===== config.mk =====
export PLATFORM = sky130hd
export DESIGN_NAME = vpi_controller
export DESIGN_NICKNAME = d
export VERILOG_FILES = /design/src/rtl/vpi_pkg.sv /design/src/rtl/vpi_edge_det.sv /design/src/rtl/vpi_controller.sv
export SDC_FILE = /design/constraint.sdc
export NUM_CORES = 1
export LEC_CHECK = 0
export ABC_AREA = 1
export BUFFER_PORTS_ARGS = -buffer_cell sky130_fd_sc_hd__buf_2
export CORE_MARGIN = 4
export CORE_UTILIZATION = 64
export CTS_CLUSTER_SIZE = 8
export DETAILED_ROUTE_END_ITERATION = 10
export PLACE_DENSITY = 0.95
export SLEW_MARGIN = 10
export SYNTH_ARGS = -nofsm -noshare
export SYNTH_HDL_FRONTEND = slang
export SYNTH_SLANG_ARGS = --single-unit

===== constraint.sdc =====
create_clock -name clock -period 8.6 [get_ports clock]
set_clock_uncertainty 0.15 [all_clocks]
set_input_delay 2.58 -clock clock [delete_from_list [all_inputs] [get_ports clock]]
set_output_delay 2.58 -clock clock [all_outputs]
set_load 0.05 [all_outputs]

===== src/rtl/vpi_pkg.sv =====
/*
 * Constants for the vectored priority interrupt controller: SFR offsets,
 * source indices, vector addresses, group mapping and trigger modes.
 * Assumes an 8-bit SFR write/read port driven by the processor core.
 */
//==========================================================================
// Behaviour
// sixteen sources, five groups, four levels
// preempt only strictly higher level
// base sources jump to fixed vectors
// extended sources jump to fixed vectors
// commutation, core, hall edge sensitivities
// ext zero pin choice, level or fall
// ext one on port2 bit5, level/fall
// port1 pins irq, status records pin
// motor events routed into vectored scheme
// enable, flag, priority conventionally handled
// fault from short, hall slow, error
// adc ready after stored result
// enable per source (SPI enable follows IEN0 bit6 with I2C), edge flags auto-clear
// equal level resolved by vector order
package vpi_pkg;
   localparam int NSRC = 16;
   localparam int NGRP = 5;
   // sfr offsets
   localparam logic [7:0] ADDR_IOSEL = 8'hF9;
   localparam logic [7:0] ADDR_P1CFG = 8'hFA;
   localparam logic [7:0] ADDR_P1STA = 8'hFB;
   localparam logic [7:0] ADDR_IEN0 = 8'hA8;
   localparam logic [7:0] ADDR_IEN1 = 8'hB8;
   localparam logic [7:0] ADDR_PRIO = 8'hA9;
   localparam logic [7:0] ADDR_TRIG = 8'h88;
   localparam logic [7:0] IOSEL_RST = 8'h00;
   // io_function_select bit picking port2 bit6 for ext zero
   localparam int IOSEL_EX0_BIT = 4;
   // source indices (polling order = ascending vector)
   localparam int S_EX0 = 0;
   localparam int S_T0 = 1;
   localparam int S_EX1 = 2;
   localparam int S_T1 = 3;
   localparam int S_SER = 4;
   localparam int S_T2 = 5;
   localparam int S_I2C = 6;
   localparam int S_SPI = 7;
   localparam int S_COM0 = 8;
   localparam int S_COM1 = 9;
   localparam int S_COM2 = 10;
   localparam int S_FLT = 11;
   localparam int S_ADC = 12;
   localparam int S_HALL = 13;
   localparam int S_CORE = 14;
   localparam int S_P1 = 15;
   localparam logic [15:0] VECTOR [NSRC] = '{
      16'h0003, 16'h000B, 16'h0013, 16'h001B, 16'h0023, 16'h002B,
      16'h0043, 16'h004B, 16'h0053, 16'h005B, 16'h0063, 16'h008B,
      16'h0093, 16'h009B, 16'h00A3, 16'h00AB};
   // priority group of each source
   localparam logic [2:0] GROUP [NSRC] = '{
      3'h0, 3'h1, 3'h2, 3'h3, 3'h4, 3'h4, 3'h0, 3'h1,
      3'h2, 3'h2, 3'h3, 3'h3, 3'h4, 3'h1, 3'h0, 3'h2};
   typedef enum logic [1:0] {
      EDGE_RISE, EDGE_FALL, EDGE_BOTH
   } vpi_edge_type;
   localparam logic [1:0] EDGE_SEL_RISE = 2'h0;
   localparam logic [1:0] EDGE_SEL_FALL = 2'h1;
endpackage : vpi_pkg


===== src/rtl/vpi_edge_det.sv =====
/*
 * Edge detector with selectable sensitivity.
 * Assumes sig is already synchronous to clock.
 */
`timescale 1ns/1ns
module vpi_edge_det
   import vpi_pkg::*;
(
   input wire logic clock,
   input wire logic rst,
   input wire logic sig,
   input wire logic [1:0] mode,
   output logic pulse
);
   logic prev_ff;
   logic nxt_prev;
   logic rise;
   logic fall;
   always_comb begin
      nxt_prev = sig;
      rise = sig & ~prev_ff;
      fall = ~sig & prev_ff;
      // edge selection
      if (mode == EDGE_SEL_RISE) begin
         pulse = rise;
      end else if (mode == EDGE_SEL_FALL) begin
         pulse = fall;
      end else begin
         pulse = rise | fall;
      end
   end
   always_ff @(posedge clock) begin
      if (rst) begin
         // start at the input's level so release gives no false edge
         prev_ff <= sig;
      end else begin
         prev_ff <= nxt_prev;
      end
   end
endmodule : vpi_edge_det


===== src/rtl/vpi_controller.sv =====
/*
 * Vectored priority interrupt controller: source capture, pending flags,
 * level arbitration with nesting, vector hand-off and SFR port.
 * Assumes the core pulses intAck when it branches and intReti on return;
 * peripheral event inputs are one-cycle pulses on clock, pins asynchronous.
 */
`timescale 1ns/1ns
module vpi_controller
   import vpi_pkg::*;
(
   input wire logic clock,
   input wire logic rst,
   input wire logic sfrWr,
   input wire logic sfrRd,
   input wire logic [7:0] sfrAddr,
   input wire logic [7:0] sfrWdata,
   output logic [7:0] sfrRdata,
   input wire logic port2Bit4,
   input wire logic port2Bit5,
   input wire logic port2Bit6,
   input wire logic [6:0] port1Pins,
   input wire logic timerZeroOvf,
   input wire logic timerOneOvf,
   input wire logic timerTwoIrq,
   input wire logic asyncSerialIrq,
   input wire logic twoWireBusIrq,
   input wire logic serialPeriphIrq,
   input wire logic comZero,
   input wire logic comOne,
   input wire logic comTwo,
   input wire logic [2:0] phaseShort,
   input wire logic hallSlow,
   input wire logic [2:0] hallInputs,
   input wire logic adcStored,
   input wire logic lowVoltWarn,
   input wire logic hallEdge,
   input wire logic motorCore,
   input wire logic intAck,
   input wire logic intReti,
   output logic intReq,
   output logic [15:0] intVector
);
   //=======================================================================
   // pin synchronisers
   logic [9:0] syncA_ff;
   logic [9:0] syncB_ff;
   logic [9:0] pinRaw;
   logic ex0Pin;
   logic ex1Pin;
   logic [6:0] p1Pin;
   assign pinRaw = {port1Pins, port2Bit6, port2Bit5, port2Bit4};
   always_ff @(posedge clock) begin
      if (rst) begin
         syncA_ff <= '1;
         syncB_ff <= '1;
      end else begin
         syncA_ff <= pinRaw;
         syncB_ff <= syncA_ff;
      end
   end
   //=======================================================================
   // registers
   logic [7:0] ioSel_ff, nxt_ioSel;
   logic [7:0] p1Cfg_ff, nxt_p1Cfg;
   logic [6:0] p1Sta_ff, nxt_p1Sta;
   logic [15:0] enable_ff, nxt_enable;
   logic globalEn_ff, nxt_globalEn;
   logic [9:0] prio_ff, nxt_prio;
   logic [3:0] trig_ff, nxt_trig;
   logic [15:0] pend_ff, nxt_pend;
   logic [3:0] active_ff, nxt_active;
   logic [15:0] reqVec_ff, nxt_reqVec;
   logic reqOut_ff, nxt_reqOut;
   logic [3:0] reqSrc_ff, nxt_reqSrc;
   logic [7:0] rdata_ff, nxt_rdata;
   // ext zero pin choice
   assign ex0Pin = ioSel_ff[IOSEL_EX0_BIT] ? syncB_ff[2] : syncB_ff[0];
   // ext one from port2 bit5
   assign ex1Pin = syncB_ff[1];
   assign p1Pin = syncB_ff[9:3];
   //=======================================================================
   // edge capture
   logic ex0Fall, ex1Fall, com0Ev, com1Ev, com2Ev, hallEv, coreEv;
   logic [6:0] p1Ev;
   logic [1:0] p1Mode;
   assign p1Mode = p1Cfg_ff[1:0];
   vpi_edge_det u_ex0 (.clock(clock), .rst(rst), .sig(ex0Pin),
      .mode(EDGE_SEL_FALL), .pulse(ex0Fall));
   vpi_edge_det u_ex1 (.clock(clock), .rst(rst), .sig(ex1Pin),
      .mode(EDGE_SEL_FALL), .pulse(ex1Fall));
   // commutation zero both edges, hall as set by p1Cfg bits 3:2, others rising
   vpi_edge_det u_c0 (.clock(clock), .rst(rst), .sig(comZero),
      .mode(EDGE_BOTH), .pulse(com0Ev));
   vpi_edge_det u_c1 (.clock(clock), .rst(rst), .sig(comOne),
      .mode(EDGE_SEL_RISE), .pulse(com1Ev));
   vpi_edge_det u_c2 (.clock(clock), .rst(rst), .sig(comTwo),
      .mode(EDGE_SEL_RISE), .pulse(com2Ev));
   vpi_edge_det u_core (.clock(clock), .rst(rst), .sig(motorCore),
      .mode(EDGE_SEL_RISE), .pulse(coreEv));
   vpi_edge_det u_hall (.clock(clock), .rst(rst), .sig(hallEdge),
      .mode(p1Cfg_ff[3:2]), .pulse(hallEv));
   genvar gi;
   generate
      for (gi = 0; gi < 7; gi++) begin : g_p1
         // any port1 pin
         vpi_edge_det u_p1 (.clock(clock), .rst(rst), .sig(p1Pin[gi]),
            .mode(p1Mode), .pulse(p1Ev[gi]));
      end
   endgenerate
   //=======================================================================
   // event set vector
   logic [15:0] setEv;
   logic [15:0] levelReq;
   logic faultEv;
   logic hallBad;
   // fault causes; hall all zeros or ones
   assign hallBad = (hallInputs == 3'b000) | (hallInputs == 3'b111);
   assign faultEv = (|phaseShort) | hallSlow | hallBad | lowVoltWarn;
   always_comb begin
      setEv = '0;
      levelReq = '0;
      // level or falling edge by trigger bits
      setEv[S_EX0] = trig_ff[0] ? ex0Fall : 1'b0;
      levelReq[S_EX0] = ~trig_ff[0] & ~ex0Pin;
      setEv[S_EX1] = trig_ff[2] ? ex1Fall : 1'b0;
      levelReq[S_EX1] = ~trig_ff[2] & ~ex1Pin;
      setEv[S_T0] = timerZeroOvf;
      setEv[S_T1] = timerOneOvf;
      setEv[S_T2] = timerTwoIrq;
      setEv[S_SER] = asyncSerialIrq;
      setEv[S_I2C] = twoWireBusIrq;
      setEv[S_SPI] = serialPeriphIrq;
      setEv[S_COM0] = com0Ev;
      setEv[S_COM1] = com1Ev;
      setEv[S_COM2] = com2Ev;
      // motor events into the vectored scheme
      setEv[S_FLT] = faultEv;
      // adc ready after result stored
      setEv[S_ADC] = adcStored;
      setEv[S_HALL] = hallEv;
      setEv[S_CORE] = coreEv;
      setEv[S_P1] = |p1Ev;
   end
   //=======================================================================
   // arbitration
   logic [15:0] req;
   logic [1:0] srcLvl [NSRC];
   logic found;
   logic [3:0] winSrc;
   logic [1:0] winLvl;
   logic [2:0] curLvl;
   always_comb begin
      // each group carries a two-bit level
      for (int i = 0; i < NSRC; i++) begin
         srcLvl[i] = prio_ff[2*GROUP[i] +: 2];
      end
      // enable gates each pending flag
      req = (pend_ff | levelReq) & enable_ff & {NSRC{globalEn_ff}};
      found = 1'b0;
      winSrc = '0;
      winLvl = '0;
      // ascending vector order within a level
      for (int l = 3; l >= 0; l--) begin
         for (int i = 0; i < NSRC; i++) begin
            if (!found && req[i] && srcLvl[i] == l[1:0]) begin
               found = 1'b1;
               winSrc = i[3:0];
               winLvl = l[1:0];
            end
         end
      end
      curLvl = 3'h0;
      for (int l = 0; l < 4; l++) begin
         if (active_ff[l]) begin
            curLvl = 3'(l + 1);
         end
      end
   end
   // level of the source whose vector is on offer
   logic [1:0] reqLvlIdx;
   assign reqLvlIdx = srcLvl[reqSrc_ff];
   //=======================================================================
   // next state
   always_comb begin
      nxt_ioSel = ioSel_ff;
      nxt_p1Cfg = p1Cfg_ff;
      nxt_enable = enable_ff;
      nxt_globalEn = globalEn_ff;
      nxt_prio = prio_ff;
      nxt_trig = trig_ff;
      nxt_pend = pend_ff;
      nxt_p1Sta = p1Sta_ff;
      nxt_active = active_ff;
      nxt_rdata = rdata_ff;
      if (sfrWr) begin
         unique case (sfrAddr)
            ADDR_IOSEL: nxt_ioSel = sfrWdata;
            ADDR_P1CFG: nxt_p1Cfg = sfrWdata;
            ADDR_P1STA: nxt_p1Sta = p1Sta_ff & sfrWdata[6:0];
            ADDR_IEN0: begin
               nxt_enable[7:0] = {1'b0, sfrWdata[6:0]};
               nxt_globalEn = sfrWdata[7];
            end
            ADDR_IEN1: nxt_enable[15:8] = sfrWdata;
            // group four level lives in the trigger register
            ADDR_PRIO: nxt_prio[7:0] = sfrWdata;
            ADDR_TRIG: nxt_trig = sfrWdata[3:0];
            default: begin
               nxt_pend = pend_ff;
            end
         endcase
         if (sfrAddr == ADDR_IEN0) begin
            nxt_enable[7] = sfrWdata[6];
         end
         if (sfrAddr == ADDR_TRIG) begin
            nxt_prio[9:8] = sfrWdata[5:4];
         end
      end
      // edge flags clear on acceptance
      if (intAck && reqOut_ff) begin
         nxt_pend[reqSrc_ff] = 1'b0;
         nxt_active[reqLvlIdx] = 1'b1;
      end
      if (intReti) begin
         for (int l = 0; l < 4; l++) begin
            if (active_ff[l] && 3'(l + 1) == curLvl) begin
               nxt_active[l] = 1'b0;
            end
         end
      end
      // set after clear so a same-cycle event is kept
      nxt_pend = nxt_pend | setEv;
      // pin status records triggering pin
      nxt_p1Sta = nxt_p1Sta | p1Ev;
      nxt_rdata = 8'h00;
      if (sfrRd) begin
         unique case (sfrAddr)
            ADDR_IOSEL: nxt_rdata = ioSel_ff;
            ADDR_P1CFG: nxt_rdata = p1Cfg_ff;
            ADDR_P1STA: nxt_rdata = {1'b0, p1Sta_ff};
            ADDR_IEN0: nxt_rdata = {globalEn_ff, enable_ff[6:0]};
            ADDR_IEN1: nxt_rdata = enable_ff[15:8];
            ADDR_PRIO: nxt_rdata = prio_ff[7:0];
            ADDR_TRIG: nxt_rdata = {2'b00, prio_ff[9:8], trig_ff};
            default: nxt_rdata = 8'h00;
         endcase
      end
      // preempt only strictly higher level
      nxt_reqOut = found && ({1'b0, winLvl} >= curLvl) &&
         !(intAck && reqOut_ff);
      nxt_reqSrc = winSrc;
      // fixed vector per source
      nxt_reqVec = VECTOR[winSrc];
   end
   //=======================================================================
   // registers
   always_ff @(posedge clock) begin
      if (rst) begin
         ioSel_ff <= IOSEL_RST;
         p1Cfg_ff <= 8'h00;
         p1Sta_ff <= 7'h00;
         enable_ff <= 16'h0000;
         globalEn_ff <= 1'b0;
         prio_ff <= 10'h000;
         trig_ff <= 4'h0;
         pend_ff <= 16'h0000;
         active_ff <= 4'h0;
         reqVec_ff <= 16'h0000;
         reqOut_ff <= 1'b0;
         reqSrc_ff <= 4'h0;
         rdata_ff <= 8'h00;
      end else begin
         ioSel_ff <= nxt_ioSel;
         p1Cfg_ff <= nxt_p1Cfg;
         p1Sta_ff <= nxt_p1Sta;
         enable_ff <= nxt_enable;
         globalEn_ff <= nxt_globalEn;
         prio_ff <= nxt_prio;
         trig_ff <= nxt_trig;
         pend_ff <= nxt_pend;
         active_ff <= nxt_active;
         reqVec_ff <= nxt_reqVec;
         reqOut_ff <= nxt_reqOut;
         reqSrc_ff <= nxt_reqSrc;
         rdata_ff <= nxt_rdata;
      end
   end
   // conventional request/vector hand-off
   assign intReq = reqOut_ff;
   assign intVector = reqVec_ff;
   assign sfrRdata = rdata_ff;
endmodule : vpi_controller


==> out/qor.yml <==
tightest_slew_ns: 0.957
cp.required_ns: 8.84
clkTransAtPathRegs_ns: 0.06
fin_crit_ns: 5.97
critPathCaptureType: "register"
cts_resized: 0
cpMostUsedCell: "nor2_2"
insertion_delay_ns: 0.54
synth_edf_count: 0
reg2regPathDepth: 37
cp_data_arrival_time_ns: 6.20
max-vdd-ir-drop_mv: 0.182
max_slew_margin_pct: 36.2
cts_setup_buffers: 0
n_antenna_cell: 0
routabilityCongestion: 1.01
clk_path_buf_depth: 2
cts_hold_buf: 0
stdcell_count: 1151
grt_max_degree: 96
p_sw_uw: 354
startpoint_type: "register"
clockRootBuffer: "clkbuf_8"
nets: 1072
fin_crit_sh_pct: 69.4
yosysWarnings: 0
whs_path_depth: 0
post-place-cells: 1119
areaGrowthSynthToFinish_pct: 13.4
fp.dieW_um: 112
ys_seq_area_share_pct: 36.2
grt_pass1_wl_mm: 34.5
p_clk_share_pct: 49.6
ant_nets: 0
avgSynthCellArea_um2: 7.37
maxCapViolCount: 0
htree_levels: 4
cpMaxStageDelayCell: "dfxtp_1"
finalSetupViolCount: 0
criticalPathCategory: "register to register"
drc: 0
antenna_found_initial: 0
viasPerCell: 6.27
rsz0062_at_grt: "false"
fp-row-count: 37
fmax_ghz: 0.168
tns_ns: 0
ys_seq_elements: 125
p_int_uw: 980
cts_inserted_buffers: 17
p_per_area_nw_per_um2: 170
grt_pass1_vias: 7089
final_util_pct: 75.2
comb_power_share_pct: 5.1
vias: 7219
p_leak_uw: 0.00345
wire_per_inst_um: 18.5
hold_viol_final: 0
grt_usage_pct: 34.2
start_util_pct: 66.3
wl_mm: 21.3
ys.flop_type: "dfxtp_1"
async_reset_ff_share_pct: 0
core_area_um2: 10400
die_h_um: 112
p_seq_share_pct: 45.3
clock-sinks: 125
gr-total-overflow: 0
path_max_fanout: 16
critical_path.max_stage_delay_ns: 0.85
cp_num_cells: 37
port_buffers: 67
drt_pass1_iterations: 8
cp.buffers_inverters: 1
pin_count: 77
dieArea_um2: 12500
drive_gt1_share_pct: 18.1
cts_tree: "done"
hold_path_class: "register to register"
fillers: 782
hpwl_mm: 15.3
p_sw_share_pct: 26.5
synth_cells: 937
syn_area_um2: 6910
cp_top_family: "simple AND/OR/NAND/NOR gates"
slew_violations: 0
outcome: "complete, no violations"
synth_cell_types: 51
drtIter0Drc: 1134
==> sequential cells by signal, indices dropped and copies added (netlist names) <==
name	flops
active_ff	4
enable_ff	15
g_p1.u_p1.prev_ff	7
globalEn_ff	1
intReq	1
intVector	5
ioSel_ff	8
p1Cfg_ff	8
p1Sta_ff	7
pend_ff	16
prio_ff	10
reqSrc_ff	4
sfrRdata	8
syncA_ff	10
syncB_ff	10
trig_ff	4
u_c0.prev_ff	1
u_c1.prev_ff	1
u_c2.prev_ff	1
u_core.prev_ff	1
u_ex0.prev_ff	1
u_ex1.prev_ff	1
u_hall.prev_ff	1
==> metrics by stage <==
stage | area, um^2 | setup slack [ns] | hold slack [ns] | power, uW
final | 7830 | 2.63 | 0.222 | 1330
after global routing | 7830 | 1.98 | 0.239 | 1370
after CTS | 7830 | 2.70 | 0.224 | 1330
after detailed placement | 7280 | 2.75 | 0.215 | 681
after global placement | 7280 | 2.99 | 0.213 | 677
after floorplan | 6940 | 3.96 | 0.201 | 657
==> cell families after synthesis <==
kind of cell	after synthesis	synth area share (%)
and+or+nand+nor	362	27.4
buffers and inverters	231	13.4
AOI/OAI and AO/OA	199	19.5
DFF	125	36.2
adders and majority gates	18	3.26
xor gates and xnor gates	1	0.127
other	1	0.0543
==> path summary, 6_finish.rpt <==
path                             from                           end  slack [ns]
min            syncB_ff[3]$_SDFF_PP1_  g_p1[0].u_p1.prev_ff$_DFF_P_        0.22
min reg2reg    syncB_ff[3]$_SDFF_PP1_  g_p1[0].u_p1.prev_ff$_DFF_P_        0.22
max reg2reg  globalEn_ff$_SDFFE_PP0P_       intVector[4]$_SDFF_PP0_        2.63
max          globalEn_ff$_SDFFE_PP0P_       intVector[4]$_SDFF_PP0_        2.63
==> power by group through the flow <==
stage	Sequential [uW]	Clock [uW]	Combinational, uW
2_1_floorplan	613	0	44.0
3_3_place_gp	615	0	61.9
3_5_place_dp	616	0	64.9
4_1_cts	603	658	66.5
5_1_grt	605	687	74.1
6_report	604	662	67.8
==> cell usage after synthesis (3+ instances only) <==
| master | instances | share of area (%) |
|---|---|---|
| buf_4 | 11 | 1.2 |
| a2111oi_0 | 9 | 1.1 |
| o21ai_0 | 41 | 3.0 |
| ha_1 | 18 | 3.3 |
| dfxtp_1 | 125 | 36 |
| o31ai_1 | 9 | 0.98 |
| inv_1 | 186 | 10 |
| nor2_4 | 6 | 0.98 |
| nand3_1 | 29 | 2.1 |
| clkinv_1 | 5 | 0.27 |
| nand3_2 | 7 | 1.0 |
| a211oi_1 | 7 | 0.76 |
| nor3_1 | 21 | 1.5 |
| o2111ai_1 | 5 | 0.63 |
| or2_2 | 20 | 1.8 |
| inv_2 | 8 | 0.43 |
| clkbuf_1 | 15 | 0.82 |
| nand2_2 | 11 | 1.0 |
| o22ai_1 | 10 | 0.91 |
| nand2_1 | 97 | 5.3 |
| nor3b_1 | 3 | 0.33 |
| nand4_4 | 3 | 0.92 |
| nand3_4 | 3 | 0.76 |
| nor2_2 | 10 | 0.91 |
| buf_1 | 3 | 0.16 |
| a221oi_1 | 48 | 6.1 |
| nor2_1 | 111 | 6.0 |
| a21oi_1 | 49 | 3.6 |
| a311oi_1 | 4 | 0.51 |
| nand4_1 | 21 | 1.9 |
| nand4_2 | 10 | 1.8 |
| nor4_1 | 7 | 0.63 |
==> cell type report <==
type                       count  area (um^2)  area share (%)
clock buffer                  17          414            5.29
clock inverter                15          130            1.66
inverter                     200          753            9.62
multi-input combinational    589         3510            44.8
sequential                   125         2500            32.0
tap                          136          170            2.17
timing repair buffer          69          350            4.47
==> routing by layer <==
metal	vias up	track usage [%]	wire [um]
met5	-	0	37
met4	2	14.8	857
li1	3277	-	-
met3	115	10.0	2650
met1	3289	43.8	8210
met2	536	53.6	9510
==> worst register-to-register path, delay by kind of cell (launching register included) <==
kind / cells / cell delay [ns]
AND/OR/NAND/NOR: 34 / 4.59
buffers and inverters: 1 / 0.06
flip-flops: 1 / 0.85
AO/OA/AOI/OAI: 2 / 0.18
==> cells in the final DEF (no fill, tap or decap), types with 18 or more instances in the layout <==
master and instances:
ha_1 18, nand4_1 21, buf_2 67, o21ai_0 41
dfxtp_1 125, nand3_1 29, nand2_1 97, a221oi_1 48
or2_2 20, nor3_1 21, inv_1 186, a21oi_1 49
nor2_1 111
No activity file was read; power rests on OpenSTA's default activity.
